$ cat src/dpi_defs.svh
// constants shared by both ends of the dram power-up link
`ifndef DPI_DEFS_SVH
`define DPI_DEFS_SVH
// clock rate and printed times
`define CLK_MHZ          100
`define T_RST_PWR_US     200
`define T_RST_WARM_NS    100
`define T_CKE_LEAD_NS    10
`define T_RST_CKE_US     500
`define TXPR_MIN_TCK     5
// command codes {cs_n, ras_n, cas_n, we_n}
`define CMD_MRS          4'h0
`define CMD_PRE          4'h2
`define CMD_ACT          4'h3
`define CMD_WR           4'h4
`define CMD_RD           4'h5
`define CMD_ZQ           4'h6
`define CMD_NOP          4'h7
`define CMD_DES          4'hf
// address bit positions
`define A_DLL_EN_BIT     0
`define A_DLL_RST_BIT    8
`define A_AP_BIT         10
`define A_BC_BIT         12
`define MR0_BL_LSB       0
`define MR0_BT_BIT       3
`define BL_OTF           2'h1
`define BL_BC4           2'h2
// mode register bank selects
`define BA_MR0           3'h0
`define BA_MR1           3'h1
`define BA_MR2           3'h2
`define BA_MR3           3'h3
// wishbone register byte offsets
`define REG_CTRL         8'h00
`define REG_STATUS       8'h04
`define REG_MR0          8'h08
`define REG_MR1          8'h0c
`define REG_MR2          8'h10
`define REG_MR3          8'h14
`define REG_CMD          8'h18
// ctrl bits
`define CTRL_GO_BIT      0
`define CTRL_WARM_BIT    1
`define CTRL_ODT_BIT     2
`endif

$ cat src/dpi_pkg.sv
// shared types of the dram power-up link
`include "dpi_defs.svh"
package dpi_pkg;
  // command on the cs/ras/cas/we pins
  typedef enum logic [3:0] {
    DPI_MRS = `CMD_MRS,
    DPI_PRE = `CMD_PRE,
    DPI_ACT = `CMD_ACT,
    DPI_WR  = `CMD_WR,
    DPI_RD  = `CMD_RD,
    DPI_ZQ  = `CMD_ZQ,
    DPI_NOP = `CMD_NOP,
    DPI_DES = `CMD_DES
  } dpi_cmd_t;
endpackage

$ cat src/dpi_if.sv
// command/address link between controller and dram
`timescale 1ns/1ps
interface dpi_if;
  logic        reset_n;  // active-low dram reset
  logic        cke;      // clock enable
  logic        ck_run;   // ck running and stable
  logic [3:0]  cmd;      // {cs_n, ras_n, cas_n, we_n}
  logic [2:0]  ba;       // bank address
  logic [14:0] a;        // address / opcode
  logic        odt;      // termination request
  modport ctrl (output reset_n, cke, ck_run, cmd, ba, a, odt);
  modport dram (input reset_n, cke, ck_run, cmd, ba, a, odt);
endinterface

$ cat src/dpi_ctrl.sv
// controller end: power-up sequencer with wishbone register slave
//
// Our own choices: the Wishbone register port and the placing of the registers.
`timescale 1ns/1ps
`include "dpi_defs.svh"
// Functional notes
// - dram has eight banks, bank address selects
// - page size is 2^colbits times width/8
// - 8n prefetch, two words per clock
// - bursts of eight or chopped four, ordered
// - activate opens bank/row, read/write gives column
// - A10 auto precharge, A12 chop if on-the-fly
// - power-up reset held at least 200us
// - cke low 10ns before reset release
// - wait 500us after release before cke
// - clock stable max(10ns,5tCK) before cke
// - nop registered before cke rises
// - cke stays high through init end
// - dram termination off until cke registered
// - odt held static low during init
// - wait tXPR before first mode load
// - load MR2 then MR3 with bank selects
// - load MR1 with DLL enabled, A0 low
// - load MR0 with DLL reset, A8 high
// - long zq, then wait lock and calibration
// - warm reset 100ns, then repeat sequence
// - precharge A10 low one bank, high all
module dpi_ctrl
  import dpi_pkg::*;
#(
  parameter int P_RST_PWR_CYC = `T_RST_PWR_US * `CLK_MHZ,  // 200us hold
  parameter int P_RST_CKE_CYC = `T_RST_CKE_US * `CLK_MHZ,  // 500us wait
  parameter int P_TXS_CYC     = 27,                        // self-refresh exit
  parameter int P_TMRD_CYC    = 4,                         // mrs to mrs
  parameter int P_TMOD_CYC    = 12,                        // mrs to non-mrs
  parameter int P_TDLLK_CYC   = 512,                       // dll lock
  parameter int P_TZQINIT_CYC = 512                        // zq init
) (
  input  wire logic        core_clk_i,
  input  wire logic        rst_b_i,
  input  wire logic        wb_cyc_i,
  input  wire logic        wb_stb_i,
  input  wire logic        wb_we_i,
  input  wire logic [7:0]  wb_adr_i,
  input  wire logic [3:0]  wb_sel_i,
  input  wire logic [31:0] wb_dat_i,
  output logic      [31:0] wb_dat_o,
  output logic             wb_ack_o,
  dpi_if.ctrl              mem
);

  ////////////////////////////////////////////////////////////////////////////
  // timing counts
  localparam int WARM_CYC = (`T_RST_WARM_NS * `CLK_MHZ + 999) / 1000;
  localparam int LEAD_CYC = (`T_CKE_LEAD_NS * `CLK_MHZ + 999) / 1000;
  localparam int HOLD_MIN = (WARM_CYC > LEAD_CYC) ? WARM_CYC : LEAD_CYC;
  localparam int XPR_CYC  = (P_TXS_CYC > `TXPR_MIN_TCK) ? P_TXS_CYC : `TXPR_MIN_TCK;
  localparam int LOCK_CYC = (P_TDLLK_CYC > P_TZQINIT_CYC) ? P_TDLLK_CYC : P_TZQINIT_CYC;

  // sequencer states
  typedef enum logic [3:0] {
    S_HOLD, S_WAIT, S_XPR, S_MRS, S_MRW, S_ZQ, S_LOCK, S_READY
  } dpi_state_t;

  ////////////////////////////////////////////////////////////////////////////
  // wishbone slave
  logic        ack;                    // one-cycle answer
  logic [31:0] ctrl_reg;               // odt enable kept here
  logic [14:0] mr_val [4];             // application mode values
  logic [31:0] cmd_reg;                // user command fields
  logic        go_pend;                // start request
  logic        cmd_pend;               // user command waiting
  logic        first_pwr;              // first hold after power-up
  dpi_state_t  state;                  // sequencer state
  logic [16:0] cnt;                    // wait counter
  logic [1:0]  mr_step;                // 0:MR2 1:MR3 2:MR1 3:MR0
  dpi_state_t  next_state;             // state after this edge

  wire         req      = wb_cyc_i & wb_stb_i & ~ack;
  wire         wr       = req & wb_we_i;
  wire [31:0]  mask     = {{8{wb_sel_i[3]}}, {8{wb_sel_i[2]}},
                           {8{wb_sel_i[1]}}, {8{wb_sel_i[0]}}};
  wire [31:0]  wdat     = wb_dat_i & mask;
  wire         wr_ctrl  = wr & (wb_adr_i == `REG_CTRL);
  wire         wr_cmd   = wr & (wb_adr_i == `REG_CMD);
  wire         go_set   = wr_ctrl & wdat[`CTRL_GO_BIT];
  wire         warm_set = wr_ctrl & wdat[`CTRL_WARM_BIT];
  wire         ready    = (state == S_READY);
  wire [31:0]  status   = {24'h0, 4'(state), 2'h0, ~ready & ~(state == S_HOLD), ready};

  // read mux, unmapped reads zero
  wire [31:0] rdat =
    (wb_adr_i == `REG_CTRL)   ? ctrl_reg :
    (wb_adr_i == `REG_STATUS) ? status :
    (wb_adr_i == `REG_MR0)    ? {17'h0, mr_val[0]} :
    (wb_adr_i == `REG_MR1)    ? {17'h0, mr_val[1]} :
    (wb_adr_i == `REG_MR2)    ? {17'h0, mr_val[2]} :
    (wb_adr_i == `REG_MR3)    ? {17'h0, mr_val[3]} :
    (wb_adr_i == `REG_CMD)    ? cmd_reg : 32'h0;

  // ack and read data
  always_ff @(posedge core_clk_i or negedge rst_b_i) begin
    if (!rst_b_i) begin
      ack      <= 1'b0;
      wb_dat_o <= 32'h0;
    end else begin
      ack      <= req;
      wb_dat_o <= req ? rdat : 32'h0;
    end
  end
  assign wb_ack_o = ack;

  // mode value registers, one per mode register
  genvar gi;
  generate
    for (gi = 0; gi < 4; gi++) begin : g_mr
      always_ff @(posedge core_clk_i or negedge rst_b_i) begin
        if (!rst_b_i) begin
          mr_val[gi] <= 15'h0;
        end else if (wr && wb_adr_i == 8'(`REG_MR0 + 4 * gi)) begin
          mr_val[gi] <= (mr_val[gi] & ~mask[14:0]) | wdat[14:0];
        end
      end
    end
  endgenerate

  // ctrl and command registers, pending flags (set wins)
  wire cmd_take = ready & cmd_pend;
  always_ff @(posedge core_clk_i or negedge rst_b_i) begin
    if (!rst_b_i) begin
      ctrl_reg <= 32'h0;
      cmd_reg  <= 32'h0;
      go_pend  <= 1'b0;
      cmd_pend <= 1'b0;
    end else begin
      if (wr_ctrl) begin
        ctrl_reg <= (ctrl_reg & ~mask) | (wdat & 32'h4);
      end
      if (wr_cmd && ready) begin
        cmd_reg <= (cmd_reg & ~mask) | wdat;
      end
      go_pend  <= go_set | (go_pend & ~(state == S_HOLD && next_state != S_HOLD));
      cmd_pend <= (wr_cmd & ready) | (cmd_pend & ~cmd_take);
    end
  end

  ////////////////////////////////////////////////////////////////////////////
  // sequencer next state
  logic [16:0] next_cnt;
  logic [1:0]  next_mr_step;
  logic        next_first;
  logic        next_rst_n;
  logic        next_cke;
  logic        next_ck_run;
  logic [3:0]  next_cmd;
  logic [2:0]  next_ba;
  logic [14:0] next_a;

  wire [16:0] hold_lim = first_pwr ? 17'(P_RST_PWR_CYC) : 17'(HOLD_MIN);
  wire [1:0]  mr_idx   = (mr_step == 2'h0) ? 2'h2 :
                         (mr_step == 2'h1) ? 2'h3 :
                         (mr_step == 2'h2) ? 2'h1 : 2'h0;
  wire [2:0]  mr_ba    = (mr_step == 2'h0) ? `BA_MR2 :
                         (mr_step == 2'h1) ? `BA_MR3 :
                         (mr_step == 2'h2) ? `BA_MR1 : `BA_MR0;
  wire [14:0] mr_a     = (mr_step == 2'h2) ? (mr_val[1] & ~(15'h1 << `A_DLL_EN_BIT)) :
                         (mr_step == 2'h3) ? (mr_val[0] | (15'h1 << `A_DLL_RST_BIT)) :
                         mr_val[mr_idx];
  wire [16:0] mrw_lim  = (mr_step == 2'h3) ? 17'(P_TMOD_CYC) : 17'(P_TMRD_CYC);

  always_comb begin
    next_state   = state;
    next_cnt     = cnt + 17'h1;
    next_mr_step = mr_step;
    next_first   = first_pwr;
    next_rst_n   = 1'b1;
    next_cke     = 1'b1;
    next_ck_run  = 1'b1;
    next_cmd     = `CMD_NOP;
    next_ba      = 3'h0;
    next_a       = 15'h0;
    case (state)
      // reset low, cke low for the whole hold
      S_HOLD: begin
        next_rst_n = 1'b0;
        next_cke   = 1'b0;
        if (cnt >= hold_lim - 17'h1 && go_pend) begin
          next_state = S_WAIT;
          next_cnt   = 17'h0;
          next_first = 1'b0;
        end
      end
      // reset released, clock running, nop on the bus
      S_WAIT: begin
        next_cke = 1'b0;
        if (cnt == 17'(P_RST_CKE_CYC - 1)) begin
          next_state = S_XPR;
          next_cnt   = 17'h0;
        end
      end
      // cke up, wait before first mode load
      S_XPR: begin
        if (cnt == 17'(XPR_CYC - 1)) begin
          next_state   = S_MRS;
          next_mr_step = 2'h0;
        end
      end
      // issue one mode load in MR2, MR3, MR1, MR0 order
      S_MRS: begin
        next_cmd   = `CMD_MRS;
        next_ba    = mr_ba;
        next_a     = mr_a;
        next_cnt   = 17'h0;
        next_state = S_MRW;
      end
      // spacing after a mode load
      S_MRW: begin
        if (cnt == mrw_lim - 17'h1) begin
          if (mr_step == 2'h3) begin
            next_state = S_ZQ;
          end else begin
            next_state   = S_MRS;
            next_mr_step = mr_step + 2'h1;
          end
        end
      end
      // long calibration
      S_ZQ: begin
        next_cmd   = `CMD_ZQ;
        next_a     = 15'h1 << `A_AP_BIT;
        next_cnt   = 17'h0;
        next_state = S_LOCK;
      end
      // dll lock and zq init
      S_LOCK: begin
        if (cnt == 17'(LOCK_CYC - 1)) begin
          next_state = S_READY;
        end
      end
      // normal operation: pass user commands
      S_READY: begin
        next_cnt = 17'h0;
        if (cmd_pend) begin
          next_cmd = cmd_reg[3:0];
          next_ba  = cmd_reg[6:4];
          next_a   = cmd_reg[30:16];
        end
      end
      default: begin
        next_state = S_HOLD;
      end
    endcase
    if (warm_set) begin
      next_state = S_HOLD;
      next_cnt   = 17'h0;
    end
  end

  ////////////////////////////////////////////////////////////////////////////
  // sequencer and pin registers
  always_ff @(posedge core_clk_i or negedge rst_b_i) begin
    if (!rst_b_i) begin
      state      <= S_HOLD;
      cnt        <= 17'h0;
      mr_step    <= 2'h0;
      first_pwr  <= 1'b1;
      mem.reset_n <= 1'b0;
      mem.cke    <= 1'b0;
      mem.ck_run <= 1'b0;
      mem.cmd    <= `CMD_NOP;
      mem.ba     <= 3'h0;
      mem.a      <= 15'h0;
    end else begin
      state      <= next_state;
      cnt        <= next_cnt;
      mr_step    <= next_mr_step;
      first_pwr  <= next_first;
      mem.reset_n <= next_rst_n;
      mem.cke    <= (state == S_HOLD || state == S_WAIT) ? next_cke : 1'b1;
      mem.ck_run <= next_ck_run;
      mem.cmd    <= next_cmd;
      mem.ba     <= next_ba;
      mem.a      <= next_a;
    end
  end

  // odt low and static until ready
  always_ff @(posedge core_clk_i or negedge rst_b_i) begin
    if (!rst_b_i) begin
      mem.odt <= 1'b0;
    end else begin
      mem.odt <= ready & ctrl_reg[`CTRL_ODT_BIT];
    end
  end

endmodule

$ cat src/flat_wrapper.sv
// flat-port wrapper written by rule: the top's interface ports become plain ports
module dpi_ctrl_flat import dpi_pkg::*;
#(
  parameter int P_RST_PWR_CYC = `T_RST_PWR_US * `CLK_MHZ,               
  parameter int P_RST_CKE_CYC = `T_RST_CKE_US * `CLK_MHZ,               
  parameter int P_TXS_CYC     = 27,                                            
  parameter int P_TMRD_CYC    = 4,                                      
  parameter int P_TMOD_CYC    = 12,                                         
  parameter int P_TDLLK_CYC   = 512,                                  
  parameter int P_TZQINIT_CYC = 512                                  
)
  (core_clk_i, rst_b_i, wb_cyc_i, wb_stb_i, wb_we_i, wb_adr_i, wb_sel_i, wb_dat_i, wb_dat_o, wb_ack_o, mem_reset_n, mem_cke, mem_ck_run, mem_cmd, mem_ba, mem_a, mem_odt);
  dpi_if mem_i ();
  input  wire logic core_clk_i;
  input  wire logic rst_b_i;
  input  wire logic wb_cyc_i;
  input  wire logic wb_stb_i;
  input  wire logic wb_we_i;
  input  wire logic [7:0] wb_adr_i;
  input  wire logic [3:0] wb_sel_i;
  input  wire logic [31:0] wb_dat_i;
  output logic      [31:0] wb_dat_o;
  output logic wb_ack_o;
  output wire logic [$bits(mem_i.reset_n)-1:0] mem_reset_n;
  output wire logic [$bits(mem_i.cke)-1:0] mem_cke;
  output wire logic [$bits(mem_i.ck_run)-1:0] mem_ck_run;
  output wire logic [$bits(mem_i.cmd)-1:0] mem_cmd;
  output wire logic [$bits(mem_i.ba)-1:0] mem_ba;
  output wire logic [$bits(mem_i.a)-1:0] mem_a;
  output wire logic [$bits(mem_i.odt)-1:0] mem_odt;
  assign mem_reset_n = mem_i.reset_n;
  assign mem_cke = mem_i.cke;
  assign mem_ck_run = mem_i.ck_run;
  assign mem_cmd = mem_i.cmd;
  assign mem_ba = mem_i.ba;
  assign mem_a = mem_i.a;
  assign mem_odt = mem_i.odt;
  dpi_ctrl #(.P_RST_PWR_CYC(P_RST_PWR_CYC), .P_RST_CKE_CYC(P_RST_CKE_CYC), .P_TXS_CYC(P_TXS_CYC), .P_TMRD_CYC(P_TMRD_CYC), .P_TMOD_CYC(P_TMOD_CYC), .P_TDLLK_CYC(P_TDLLK_CYC), .P_TZQINIT_CYC(P_TZQINIT_CYC)) u_core (.core_clk_i(core_clk_i), .rst_b_i(rst_b_i), .wb_cyc_i(wb_cyc_i), .wb_stb_i(wb_stb_i), .wb_we_i(wb_we_i), .wb_adr_i(wb_adr_i), .wb_sel_i(wb_sel_i), .wb_dat_i(wb_dat_i), .wb_dat_o(wb_dat_o), .wb_ack_o(wb_ack_o), .mem(mem_i));
endmodule
$ cat config.mk
export PLATFORM = sky130hd
export DESIGN_NAME = dpi_ctrl_flat
export DESIGN_NICKNAME = d
export VERILOG_FILES = /design/src/dpi_pkg.sv /design/src/dpi_if.sv /design/src/dpi_ctrl.sv /design/src/flat_wrapper.sv
export VERILOG_INCLUDE_DIRS = /design/src
export SDC_FILE = /design/constraint.sdc
export NUM_CORES = 1
export LEC_CHECK = 0
export ABC_CLOCK_PERIOD_IN_PS = 3400
export BUFFER_PORTS_ARGS = -buffer_cell sky130_fd_sc_hd__clkbuf_2
export CAP_MARGIN = 20
export CELL_PAD_IN_SITES_DETAIL_PLACEMENT = 1
export CELL_PAD_IN_SITES_GLOBAL_PLACEMENT = 1
export CORE_ASPECT_RATIO = 0.6
export CORE_UTILIZATION = 47
export CTS_CLUSTER_SIZE = 30
export DETAILED_ROUTE_END_ITERATION = 7
export PLACE_DENSITY = 0.89
export SKIP_CTS_REPAIR_TIMING = 1
export SLEW_MARGIN = 20
export SYNTH_ARGS = -nofsm -noshare
export SYNTH_HDL_FRONTEND = slang
export SYNTH_SLANG_ARGS = --single-unit
$ cat constraint.sdc
create_clock -name core_clk_i -period 3.4 [get_ports core_clk_i]
set_input_delay 0.17 -clock core_clk_i [delete_from_list [all_inputs] [get_ports core_clk_i]]
set_output_delay 0.17 -clock core_clk_i [all_outputs]
set_load 0.03 [all_outputs]
==> metrics.yaml, run 1 <==
outcome:
  status: "finished, violations left"
  violations: "negative hold slack"
synthesis:
  ys_top_cells_by_area: "dfrtp_1 (53%), mux2_2 (13%), mux4_2 (3.7%)"
  ys.flop_type: "dfrtp_1"
  yosys_warnings: 0
  syn_nets: 875
  synthTopCellsByCount: "dfrtp_1 (205), mux2_2 (113), nand2_1 (56)"
  syn_inst: 813
  synthArstFlopShare_pct: 100
  synth_edf_count: 0
  synthesis.area_mm2: 0.00977
  synth_top_area_share_pct: 52.5
  yosys.cell_types.count: 61
  synth.avg_cell_area_um2: 12.0
  synth_seq_area_share_pct: 53.6
  post-synth-top-count-cell: "dfrtp_1"
  yosys_register_bits: 209
  synth_top_cell_by_area: "dfrtp_1"
global_route:
  grt_pass1_wl_mm: 48.7
  grt-ovfl-total: 0
  grt_pass1_vias: 7853
  grt_usage_pct: 30.3
  antenna_found_initial: 0
  grt_start_max_net_pins: 114
cts:
  htree_levels: 1
  clk_latency_ns: 0.51
  numCtsBuffers: 20
  cts_buffer_depth: 3
  cts_tree: "done"
  cts.clk_slew.worst_paths_ns: 0.07
  cts-root-buf: "clkbuf_16"
  cts_sinks: 209
floorplanning:
  io_pins: 108
  initial_core_util_pct: 48.4
  coreArea_mm2: 0.0202
  die_area_mm2: 0.0214
  rows: 40
  die_h_um: 114
  die_w_um: 188
pwr:
  switchingPower_mw: 1.33
  powerDensity_mw_per_mm2: 465
  power_leakage_nw: 5.38
  combPwrFrac_pct: 7.4
  irDropWorstVdd_mv: 0.268
  p_clk_share_pct: 43.2
  p_seq_share_pct: 49.4
  internal-power_mw: 4.03
  p_sw_share_pct: 24.8
setup_path:
  path_cells: "ha_1, nand2b_1, nor4_1, a31oi_1, nor4_1, o21ai_0, a21oi_1"
  crit_path_end_kind: "register"
  crit_buf_inv: 0
  crit_family: "simple AND/OR/NAND/NOR gates"
  start_kind: "register"
  critPathRequiredTime_ns: 3.82
  arrival_ns: 3.25
  path_max_fanout: 5
  path_common_cell: "nor4_1"
  crit_type: "reg2reg"
  cp_slowest_cell: "nor4_1"
  cpPeakStageDelay_ns: 0.61
drt:
  drt_wl_total_mm: 33.3
  via_per_inst: 6.28
  drc: 0
  ant_nets: 0
  dr.pass1.iters: 5
  routedWlPerCell_um: 27.2
  drt_iter0_markers: 775
  vias: 7692
sta:
  period_share_pct: 83.1
  tightest_slew_ns: 0.966
  hold_violations: 5
  max_freq_mhz: 354
  fin_tns_setup_ns: 0
  final-max-slew-violation-count: 0
  maxSlewHeadroom_pct: 35.6
  fin_skew_ns: 0.0185
  finalSetupViolCount: 0
  rsz0062_at_grt: "no"
  hold-worst-slack_ns: -0.00505
  fin_crit_ns: 2.83
finish:
  nFillCells: 2091
  regArea_mm2: 0.00524
  drive_above_1_share_pct: 33.1
  n_antenna_cell: 0
  multi_input_area_mm2: 0.00428
  finalNetCount: 1002
  syn2layout_area_growth_pct: 17.9
hold_path:
  hold_path_class: "in2reg"
place:
  place_congestion: 0.902
  port_buffers: 107
  hpwlAfterDp_mm: 20.7
flow_run:
  drv_cap: 0
[cells in the final DEF (no fill, tap or decap), types with 9 or more instances in the layout]
| cell type | Yosys | final |
|---|---|---|
| xnor2_1 | 12 | 12 |
| clkbuf_16 | 0 | 21 |
| inv_1 | 18 | 18 |
| a22oi_1 | 27 | 27 |
| o21ai_0 | 32 | 32 |
| clkbuf_2 | 0 | 106 |
| mux4_2 | 16 | 16 |
| nor3_1 | 22 | 21 |
| a21oi_1 | 9 | 9 |
| dfrtp_1 | 205 | 205 |
| a22o_1 | 14 | 14 |
| nand3_1 | 20 | 20 |
| mux2_2 | 113 | 113 |
| nor2_1 | 45 | 45 |
| a31oi_1 | 9 | 9 |
| mux2i_1 | 24 | 24 |
| buf_4 | 0 | 21 |
| nor2b_1 | 37 | 36 |
| nand2_1 | 56 | 56 |
| dlygate4sd3_1 | 0 | 21 |
| ha_1 | 13 | 13 |
[worst paths after layout]
kind | endpoint | cells past startpoint | slack (ns) | startpoint
worst max-delay path | u_core.go_pend$_DFF_PN0_ | 7 | 0.57 | u_core.cnt[1]$_DFF_PN0_
worst max register to register | u_core.go_pend$_DFF_PN0_ | 7 | 0.57 | u_core.cnt[1]$_DFF_PN0_
worst min-delay path | register | 2 | -0.005 | wb_dat_i[12]
worst min register to register | u_core.ctrl_reg[29]$_DFFE_PN0P_ | 1 | 0.50 | u_core.ctrl_reg[29]$_DFFE_PN0P_
min in group asynchronous | u_core.mem.reset_n$_DFF_PN0_ | 2 | 0.36 | rst_b_i
max in group asynchronous | u_core.mem.ck_run$_DFF_PN0_ | 3 | 2.07 | rst_b_i
[through the flow]
| step | instance area [um2] | util (%) | cells | worst slack, ns | power (mW) |
|---|---|---|---|---|---|
| floorplan | 9770 | - | 813 | 0.843 | 2.84 |
| global placement | 10600 | 52.8 | 1170 | 0.830 | 3.02 |
| detailed placement | 10600 | 52.8 | 1170 | 0.719 | 3.04 |
| CTS | 11300 | 56.0 | 1203 | 0.708 | 5.35 |
| global route | 11500 | 57.1 | 1224 | 0.572 | 5.50 |
| finish | 11500 | 57.1 | 1224 | 0.574 | 5.36 |
[worst register-to-register path, stage by stage, from the launching register on]
cell and delay [ns]:
dfrtp_1 0.52, ha_1 0.35, nand2b_1 0.17, nor4_1 0.61, a31oi_1 0.29, nor4_1 0.37, o21ai_0 0.24, a21oi_1 0.20
[cell type report]
cell class	count	area share [%]
sequential	209	45.5
multi-input combinational	540	37.1
timing repair buffer	150	8.10
clock buffer	27	5.02
tap	273	2.97
clock inverter	6	0.695
inverter	19	0.619
[power groups by stage]
stage	clock [mW]	combinational (mW)	sequential, mW
floorplan	0	0.209	2.63
global placement	0	0.343	2.67
detailed placement	0	0.358	2.68
CTS	2.34	0.370	2.64
global route	2.42	0.433	2.65
finish	2.31	0.395	2.65
[logic make-up after synthesis]
family          synth area share (%)
compound gates                  8.47
xor+xnor                        1.43
fa+ha+maj                       1.66
buf+inv                         2.72
flops                           53.6
mux                             19.2
other cells                   0.0769
simple gates                    12.9
[metal layers]
layer  vias up  global-route usage, %  routed length, um
met5         -                      0                  0
met4         0                   10.2               1270
met3       100                   7.20               3150
met2       478                   44.6              14600
met1      3935                   44.2              14300
li1       3179                      -                  -
Power figures use the tool's default switching activity.
==> run 2: changes to the inputs <==
--- a/config.mk
+++ b/config.mk
@@ -6,7 +6,7 @@
 export SDC_FILE = /design/constraint.sdc
 export NUM_CORES = 1
 export LEC_CHECK = 0
-export ABC_CLOCK_PERIOD_IN_PS = 3400
+export ABC_CLOCK_PERIOD_IN_PS = 2900
 export BUFFER_PORTS_ARGS = -buffer_cell sky130_fd_sc_hd__clkbuf_2
 export CAP_MARGIN = 20
 export CELL_PAD_IN_SITES_DETAIL_PLACEMENT = 1
==> constraint.sdc (replaced) <==
create_clock -name core_clk_i -period 2.9 [get_ports core_clk_i]
set_input_delay 0.145 -clock core_clk_i [delete_from_list [all_inputs] [get_ports core_clk_i]]
set_output_delay 0.145 -clock core_clk_i [all_outputs]
set_load 0.03 [all_outputs]
==> run 2 against run 1 <==
  * The run now ends clean
  * Hold slack better by 0.0083 ns
  * Critical endpoint is now u_core.cnt[2]$_DFF_PN0_
  * Critical path depth up 2
  * Clock skew increased by 0.0018 ns
  * Power is 24% higher
  * Cell count grew 3.0%
  * Maximum frequency grew 4.6%
  * First-iteration DRC count shrank 3.7%
  * Clock-buffer cell count decreased by 1
  * Combinational power increased by 33%
==> metrics.yaml, run 2 (synthesis results as in run 1) <==
finish:
  regArea_mm2: 0.00524  # unchanged
  drive_above_1_share_pct: 35.0  # +1.8 points
  syn2layout_area_growth_pct: 21.5
  final_common_cell: "dfrtp_1"
  nFillCells: 2104  # +0.62%
  finalNetCount: 1035  # +3.3%
  multi_input_area_mm2: 0.00428  # unchanged
  final_cell_mix: "dfrtp_1 (205), mux2_2 (113), clkbuf_2 (106)"
global_route:
  antenna_found_initial: 2  # +2
  grt_pass1_vias: 8206  # +4.5%
  grt_usage_pct: 31.5  # +1.1 points
  grt_start_max_net_pins: 100  # -12%
  grt_pass1_wl_mm: 50.5  # +3.8%
  grt-ovfl-total: 0  # unchanged
sta:
  fin_skew_ns: 0.0203  # +0.00180 ns
  fin_tns_setup_ns: 0  # unchanged
  maxSlewHeadroom_pct: 42.2  # +6.6 points
  hold-worst-slack_ns: 0.00327  # +0.00832 ns
  period_share_pct: 93.2  # +10 points
  final-max-slew-violation-count: 0  # unchanged
  max_freq_mhz: 370  # +4.6%
  tightest_slew_ns: 0.858  # -0.108 ns
  finalSetupViolCount: 0  # unchanged
  hold_violations: 0  # -5
  fin_ws_ns: 0.198  # -0.376 ns
  fin_crit_ns: 2.70  # -0.124 ns
  rsz0062_at_grt: "no"
pwr:
  power_leakage_nw: 5.58  # +3.8%
  combPwrFrac_pct: 7.9  # +0.5 points
  p_seq_share_pct: 46.6  # -2.8 points
  p_sw_share_pct: 25.2  # +0.41 points
  internal-power_mw: 4.95  # +23%
  irDropWorstVdd_mv: 0.391  # +46%
  powerDensity_mw_per_mm2: 558  # +20%
  switchingPower_mw: 1.67  # +26%
  p_clk_share_pct: 45.4  # +2.2 points
setup_path:
  critPathRequiredTime_ns: 3.27  # -0.55 ns
  rrSetupSlack_ns: 0.20  # -0.38 ns
  crit_start: "u_core.first_pwr$_DFFE_PN1P_"
  crit_type: "reg2reg"
  reg2reg_depth: 9  # +2
  start_kind: "register"
  endpoint: "u_core.cnt[2]$_DFF_PN0_"
  path_max_fanout: 17  # +12
  r2r-start: "u_core.first_pwr$_DFFE_PN1P_"
  crit_path_end_kind: "register"
  reg2reg_to: "u_core.cnt[2]$_DFF_PN0_"
  arrival_ns: 3.07  # -0.18 ns
floorplanning:
  initial_core_util_pct: 48.4  # unchanged
  die_area_mm2: 0.0214  # unchanged
  io_pins: 108  # unchanged
  rows: 40  # unchanged
  die_w_um: 188  # unchanged
  die_h_um: 114  # unchanged
  coreArea_mm2: 0.0202  # unchanged
place:
  hpwlAfterDp_mm: 23.0  # +11%
  place_congestion: 0.895  # -0.84%
  preCtsSetupSlack_ns: 0.248  # -0.471 ns
  port_buffers: 107  # unchanged
hold_path:
  hold_path_class: "in2reg"
drt:
  dr.pass1.iters: 5  # unchanged
  drt_iter0_markers: 746  # -3.7%
  vias: 7951  # +3.4%
  routedWlPerCell_um: 27.1  # -0.53%
  ant_nets: 0  # unchanged
  drc: 0  # unchanged
  drt_wl_total_mm: 34.1  # +2.5%
  via_per_inst: 6.31  # +0.33%
cts:
  htree_levels: 1  # unchanged
  numCtsBuffers: 21  # +5.0%
  clk_latency_ns: 0.51  # about the same
  cts-root-buf: "clkbuf_16"
  cts_buffer_depth: 3  # unchanged
  cts_tree: "done"
  cts_sinks: 209  # unchanged
  cts.clk_slew.worst_paths_ns: 0.08  # about the same
outcome:
  status: "complete, no violations"
flow_run:
  drv_cap: 0  # unchanged
[run 2: worst max-delay path, stage by stage (launching register included)]
cell and delay (ns):
dfstp_2 0.52, inv_1 0.13, ha_1 0.34, nand2_1 0.05
or4_4 0.43, a211o_1 0.27, a31o_2 0.23, a211oi_4 0.22
buf_4 0.26, nor3_1 0.09
[run 2: cell type report]
| type | instances | area share, % |
|---|---|---|
| Inverter | 19 | 0.601 |
| Multi-Input combinational cell | 540 | 36.0 |
| Timing Repair Buffer | 182 | 10.1 |
| Clock inverter | 11 | 1.36 |
| Tap cell | 273 | 2.88 |
| Clock buffer | 26 | 4.84 |
| Sequential cell | 209 | 44.1 |
| Antenna cell | 1 | 0.0211 |
[run 2: metrics by stage]
step | power (mW) | util (%) | std cells | cell area [um2]
after global routing | 6.78 | 58.8 | 1260 | 11900
after floorplan | 3.33 | - | 813 | 9770
after detailed placement | 3.61 | 53.8 | 1195 | 10800
after global placement | 3.55 | 53.8 | 1195 | 10800
after CTS | 6.56 | 57.4 | 1232 | 11600
final | 6.61 | 58.8 | 1261 | 11900
[run 2: layer usage]
metal	global-route usage [%]	part of all wire, %
met2	47.5	45
met4	11.5	3.7
met5	0	0
met1	45.0	42
met3	6.71	9.7
[run 2: power by group through the flow]
stage	Combinational, mW	Clock (mW)	Sequential [mW]
global route	0.565	3.13	3.09
CTS	0.488	3.00	3.08
floorplan	0.245	0	3.08
detailed placement	0.478	0	3.13
global placement	0.435	0	3.12
finish	0.524	3.01	3.08
[run 2: worst min-delay path by stage]
stage,from,endpoint,slack (ns),cells past startpoint
after CTS,rst_b_i,u_core.mem.ba[1]$_DFF_PN0_,-0.25,1
after global placement,rst_b_i,u_core.mem.cke$_DFF_PN0_,0.27,1
after detailed placement,rst_b_i,u_core.mr_step[0]$_DFFE_PN0P_,0.29,1
after global routing,wb_dat_i[0],register,0.002,2
final,wb_adr_i[3],u_core.wb_dat_o[10]$_DFF_PN0_,0.003,3
after floorplan,rst_b_i,async pin,-0.15,0
==> run 3: changes to the inputs <==
--- a/config.mk
+++ b/config.mk
@@ -6,13 +6,14 @@
 export SDC_FILE = /design/constraint.sdc
 export NUM_CORES = 1
 export LEC_CHECK = 0
+export ABC_AREA = 1
 export ABC_CLOCK_PERIOD_IN_PS = 2900
 export BUFFER_PORTS_ARGS = -buffer_cell sky130_fd_sc_hd__clkbuf_2
 export CAP_MARGIN = 20
 export CELL_PAD_IN_SITES_DETAIL_PLACEMENT = 1
 export CELL_PAD_IN_SITES_GLOBAL_PLACEMENT = 1
 export CORE_ASPECT_RATIO = 0.6
-export CORE_UTILIZATION = 47
+export CORE_UTILIZATION = 44
 export CTS_CLUSTER_SIZE = 30
 export DETAILED_ROUTE_END_ITERATION = 7
 export PLACE_DENSITY = 0.89
==> run 3 against run 2 <==
  * The run now ends with negative hold slack left
  * Highest routed layer is now met5
  * Sequential power fell by 3%
  * Clock skew rose by 0.0019 ns
  * Global-route usage fell by 0.69 points
==> metrics.yaml, run 3 <==
outcome:
  status: "finished, violations left"
  violations: "negative hold slack"
setup_path:
  path_cells: "inv_1, ha_1, inv_1, nor2_1, nand2_1, nor2_1, nand3_1, nand3_1, nand2_1, nand2_1, nand2_1, nand2_4, nor3_1"
  rrSetupSlack_ns: 0.31  # +0.11 ns
  cpPeakStageDelay_ns: 0.53  # about the same
  reg2reg_to: "u_core.cnt[7]$_DFF_PN0_"
  r2r-start: "u_core.first_pwr$_DFFE_PN1P_"
  crit_type: "reg2reg"
  critPathRequiredTime_ns: 3.29  # +0.02 ns
  crit_path_end_kind: "register"
  arrival_ns: 2.98  # -0.09 ns
  path_common_cell: "nand2_1"
  start_kind: "register"
  path_max_fanout: 14  # -3
  reg2reg_depth: 13  # +4
  cp_slowest_cell: "dfstp_2"
synthesis:
  ys.flop_type: "dfrtp_1"
  synth_top_area_share_pct: 52.2  # -0.35 points
  synth.avg_cell_area_um2: 8.34  # -31%
  syn_inst: 1179  # +45%
  synth_top_cell_by_area: "dfrtp_1"
  synthArstFlopShare_pct: 100  # unchanged
  yosys_warnings: 0  # unchanged
  yosys.cell_types.count: 43  # -30%
  synthesis.area_mm2: 0.00983  # +0.67%
  yosys_register_bits: 209  # unchanged
  syn_nets: 1241  # +42%
  synth_edf_count: 0  # unchanged
  synth_seq_area_share_pct: 53.2  # -0.35 points
  ys_top_cells_by_area: "dfrtp_1 (52%), nand2_1 (10%), o21ai_0 (7.5%)"
  post-synth-top-count-cell: "nand2_1"
  synthTopCellsByCount: "nand2_1 (273), dfrtp_1 (205), o21ai_0 (147)"
cts:
  htree_levels: 1  # unchanged
  numCtsBuffers: 21  # unchanged
  clk_latency_ns: 0.52  # about the same
  cts_buffer_depth: 3  # unchanged
  cts-root-buf: "clkbuf_16"
  cts_tree: "done"
  cts.clk_slew.worst_paths_ns: 0.07  # about the same
  cts_sinks: 209  # unchanged
hold_path:
  min_from: "wb_dat_i[7]"
  hold_depth: 3  # unchanged
  hold_path_class: "in2reg"
drt:
  drc: 0  # unchanged
  drt_iter0_markers: 939  # +26%
  drt_wl_total_mm: 36.6  # +7.2%
  via_per_inst: 5.84  # -7.4%
  routedWlPerCell_um: 22.9  # -15%
  dr.pass1.iters: 5  # unchanged
  vias: 9331  # +17%
  ant_nets: 0  # unchanged
sta:
  period_share_pct: 89.3  # -3.9 points
  fin_skew_ns: 0.0222  # +0.00189 ns
  hold_violations: 16  # +16
  maxSlewHeadroom_pct: 47.8  # +5.6 points
  hold-worst-slack_ns: -0.0378  # -0.0410 ns
  fin_ws_ns: 0.310  # +0.112 ns
  finalSetupViolCount: 0  # unchanged
  rsz0062_at_grt: "no"
  tightest_slew_ns: 0.781  # -0.0768 ns
  fin_tns_setup_ns: 0  # unchanged
  final-max-slew-violation-count: 0  # unchanged
  fin_crit_ns: 2.59  # -0.112 ns
  max_freq_mhz: 386  # +4.3%
place:
  preCtsSetupSlack_ns: 0.434  # +0.186 ns
  place_congestion: 0.904  # +1.0%
  hpwlAfterDp_mm: 25.2  # +10%
  dpl_cell_area_mm2: 0.0107  # -1.2%
  port_buffers: 107  # unchanged
global_route:
  grt-ovfl-total: 0  # unchanged
  grt_usage_pct: 30.8  # -0.69 points
  grt_pass1_vias: 9316  # +14%
  antenna_found_initial: 3  # +1
  grt_pass1_wl_mm: 54.2  # +7.2%
  grt_start_max_net_pins: 93  # -7.0%
floorplanning:
  io_pins: 108  # unchanged
  coreArea_mm2: 0.0214  # +6.3%
  die_area_mm2: 0.0230  # +7.4%
  initial_core_util_pct: 45.9  # -2.6 points
  die_w_um: 195  # +3.7%
  rows: 41  # +2.5%
  die_h_um: 118  # +3.6%
finish:
  finalNetCount: 1369  # +32%
  syn2layout_area_growth_pct: 18.2
  final_common_cell: "nand2_1"
  drive_above_1_share_pct: 15.2  # -20 points
  n_antenna_cell: 0  # -1
  finalInstanceArea_mm2: 0.0116  # -2.0%
  final_cell_mix: "nand2_1 (273), dfrtp_1 (205), o21ai_0 (147)"
pwr:
  power_leakage_nw: 5.68  # +1.9%
  powerDensity_mw_per_mm2: 547  # -1.9%
  irDropWorstVdd_mv: 0.327  # -16%
  p_total_mw: 6.36  # -3.9%
flow_run:
  drv_cap: 0  # unchanged
-- run 3: changes by cell type in the layout (fill, tap and decap cells not counted), moves of 25 or more --
cell / delta
nor2b_1: -36
a22oi_1: -27
mux2_2: -96
inv_1: +114
a21oi_1: +78
nor2_1: +67
nand3_1: +35
o21ai_0: +115
nand2_1: +217
buf_4: -25
-- run 3: worst max-delay path by stage --
stage | startpoint | endpoint | slack [ns] | cells past startpoint
after floorplan | u_core.first_pwr$_DFFE_PN1P_ | u_core.cnt[11]$_DFF_PN0_ | 0.99 | 14
after global placement | wb_adr_i[0] | u_core.wb_dat_o[0]$_DFF_PN0_ | 0.52 | 13
after detailed placement | wb_adr_i[7] | u_core.wb_dat_o[0]$_DFF_PN0_ | 0.43 | 13
after CTS | u_core.mr_step[0]$_DFFE_PN0P_ | u_core.mem.a[12]$_DFF_PN0_ | 0.49 | 8
after global routing | u_core.first_pwr$_DFFE_PN1P_ | u_core.go_pend$_DFF_PN0_ | 0.20 | 15
final | u_core.first_pwr$_DFFE_PN1P_ | u_core.cnt[7]$_DFF_PN0_ | 0.31 | 13
-- run 3: stage by stage --
| stage | util [%] | instances |
|---|---|---|
| floorplan | - | 1179 |
| global route | 54.2 | 1598 |
| detailed placement | 50.0 | 1544 |
| global placement | 50.0 | 1544 |
| CTS | 53.3 | 1579 |
| finish | 54.2 | 1598 |
-- run 3: layout make-up --
type	instances	area [um2]
fill	2609	9820
clock buffer	28	582
timing repair buffer	148	925
clock inverter	7	135
sequential	209	5240
tap	279	349
multi-input combinational	786	3860
inverter	141	532
-- run 3: per-layer routing --
| layer | vias up | track usage, % | part of all wire, % |
|---|---|---|---|
| met2 | 458 | 44.7 | 44 |
| met1 | 4682 | 45.0 | 44 |
| met4 | 8 | 7.14 | 2.2 |
| met5 | - | 2.40 | 0.28 |
| met3 | 78 | 9.00 | 9.9 |
| li1 | 4105 | - | - |
-- run 3: critical path, delay by kind of cell, from the launching register on --
kind                       cells  cell delay (ns)
and+or+nand+nor               10             1.35
buffers and inverters          2             0.21
adders and majority gates      1             0.36
DFF                            1             0.53
-- run 3: logic make-up (layout without fill, tap and decap cells) --
logic type      count (synthesis)  in the layout  share of synthesized area, %
flops                         209            209                          53.2
buf+inv                       184            324                          7.49
other cells                     2              2                        0.0764
fa+ha+maj                      13             13                          1.65
mux                            17             17                          1.95
compound gates                275            275                          15.3
simple gates                  474            474                          19.9
xor+xnor                        5              5                         0.445
-- run 3: report_power, final --
part / internal [mW] / switching [mW] / leakage [nW]
logic: 0.128 / 0.258 / 2.61
clock network: 1.76 / 1.21 / 0.353
registers: 2.95 / 0.0475 / 2.72
total: 4.84 / 1.52 / 5.68
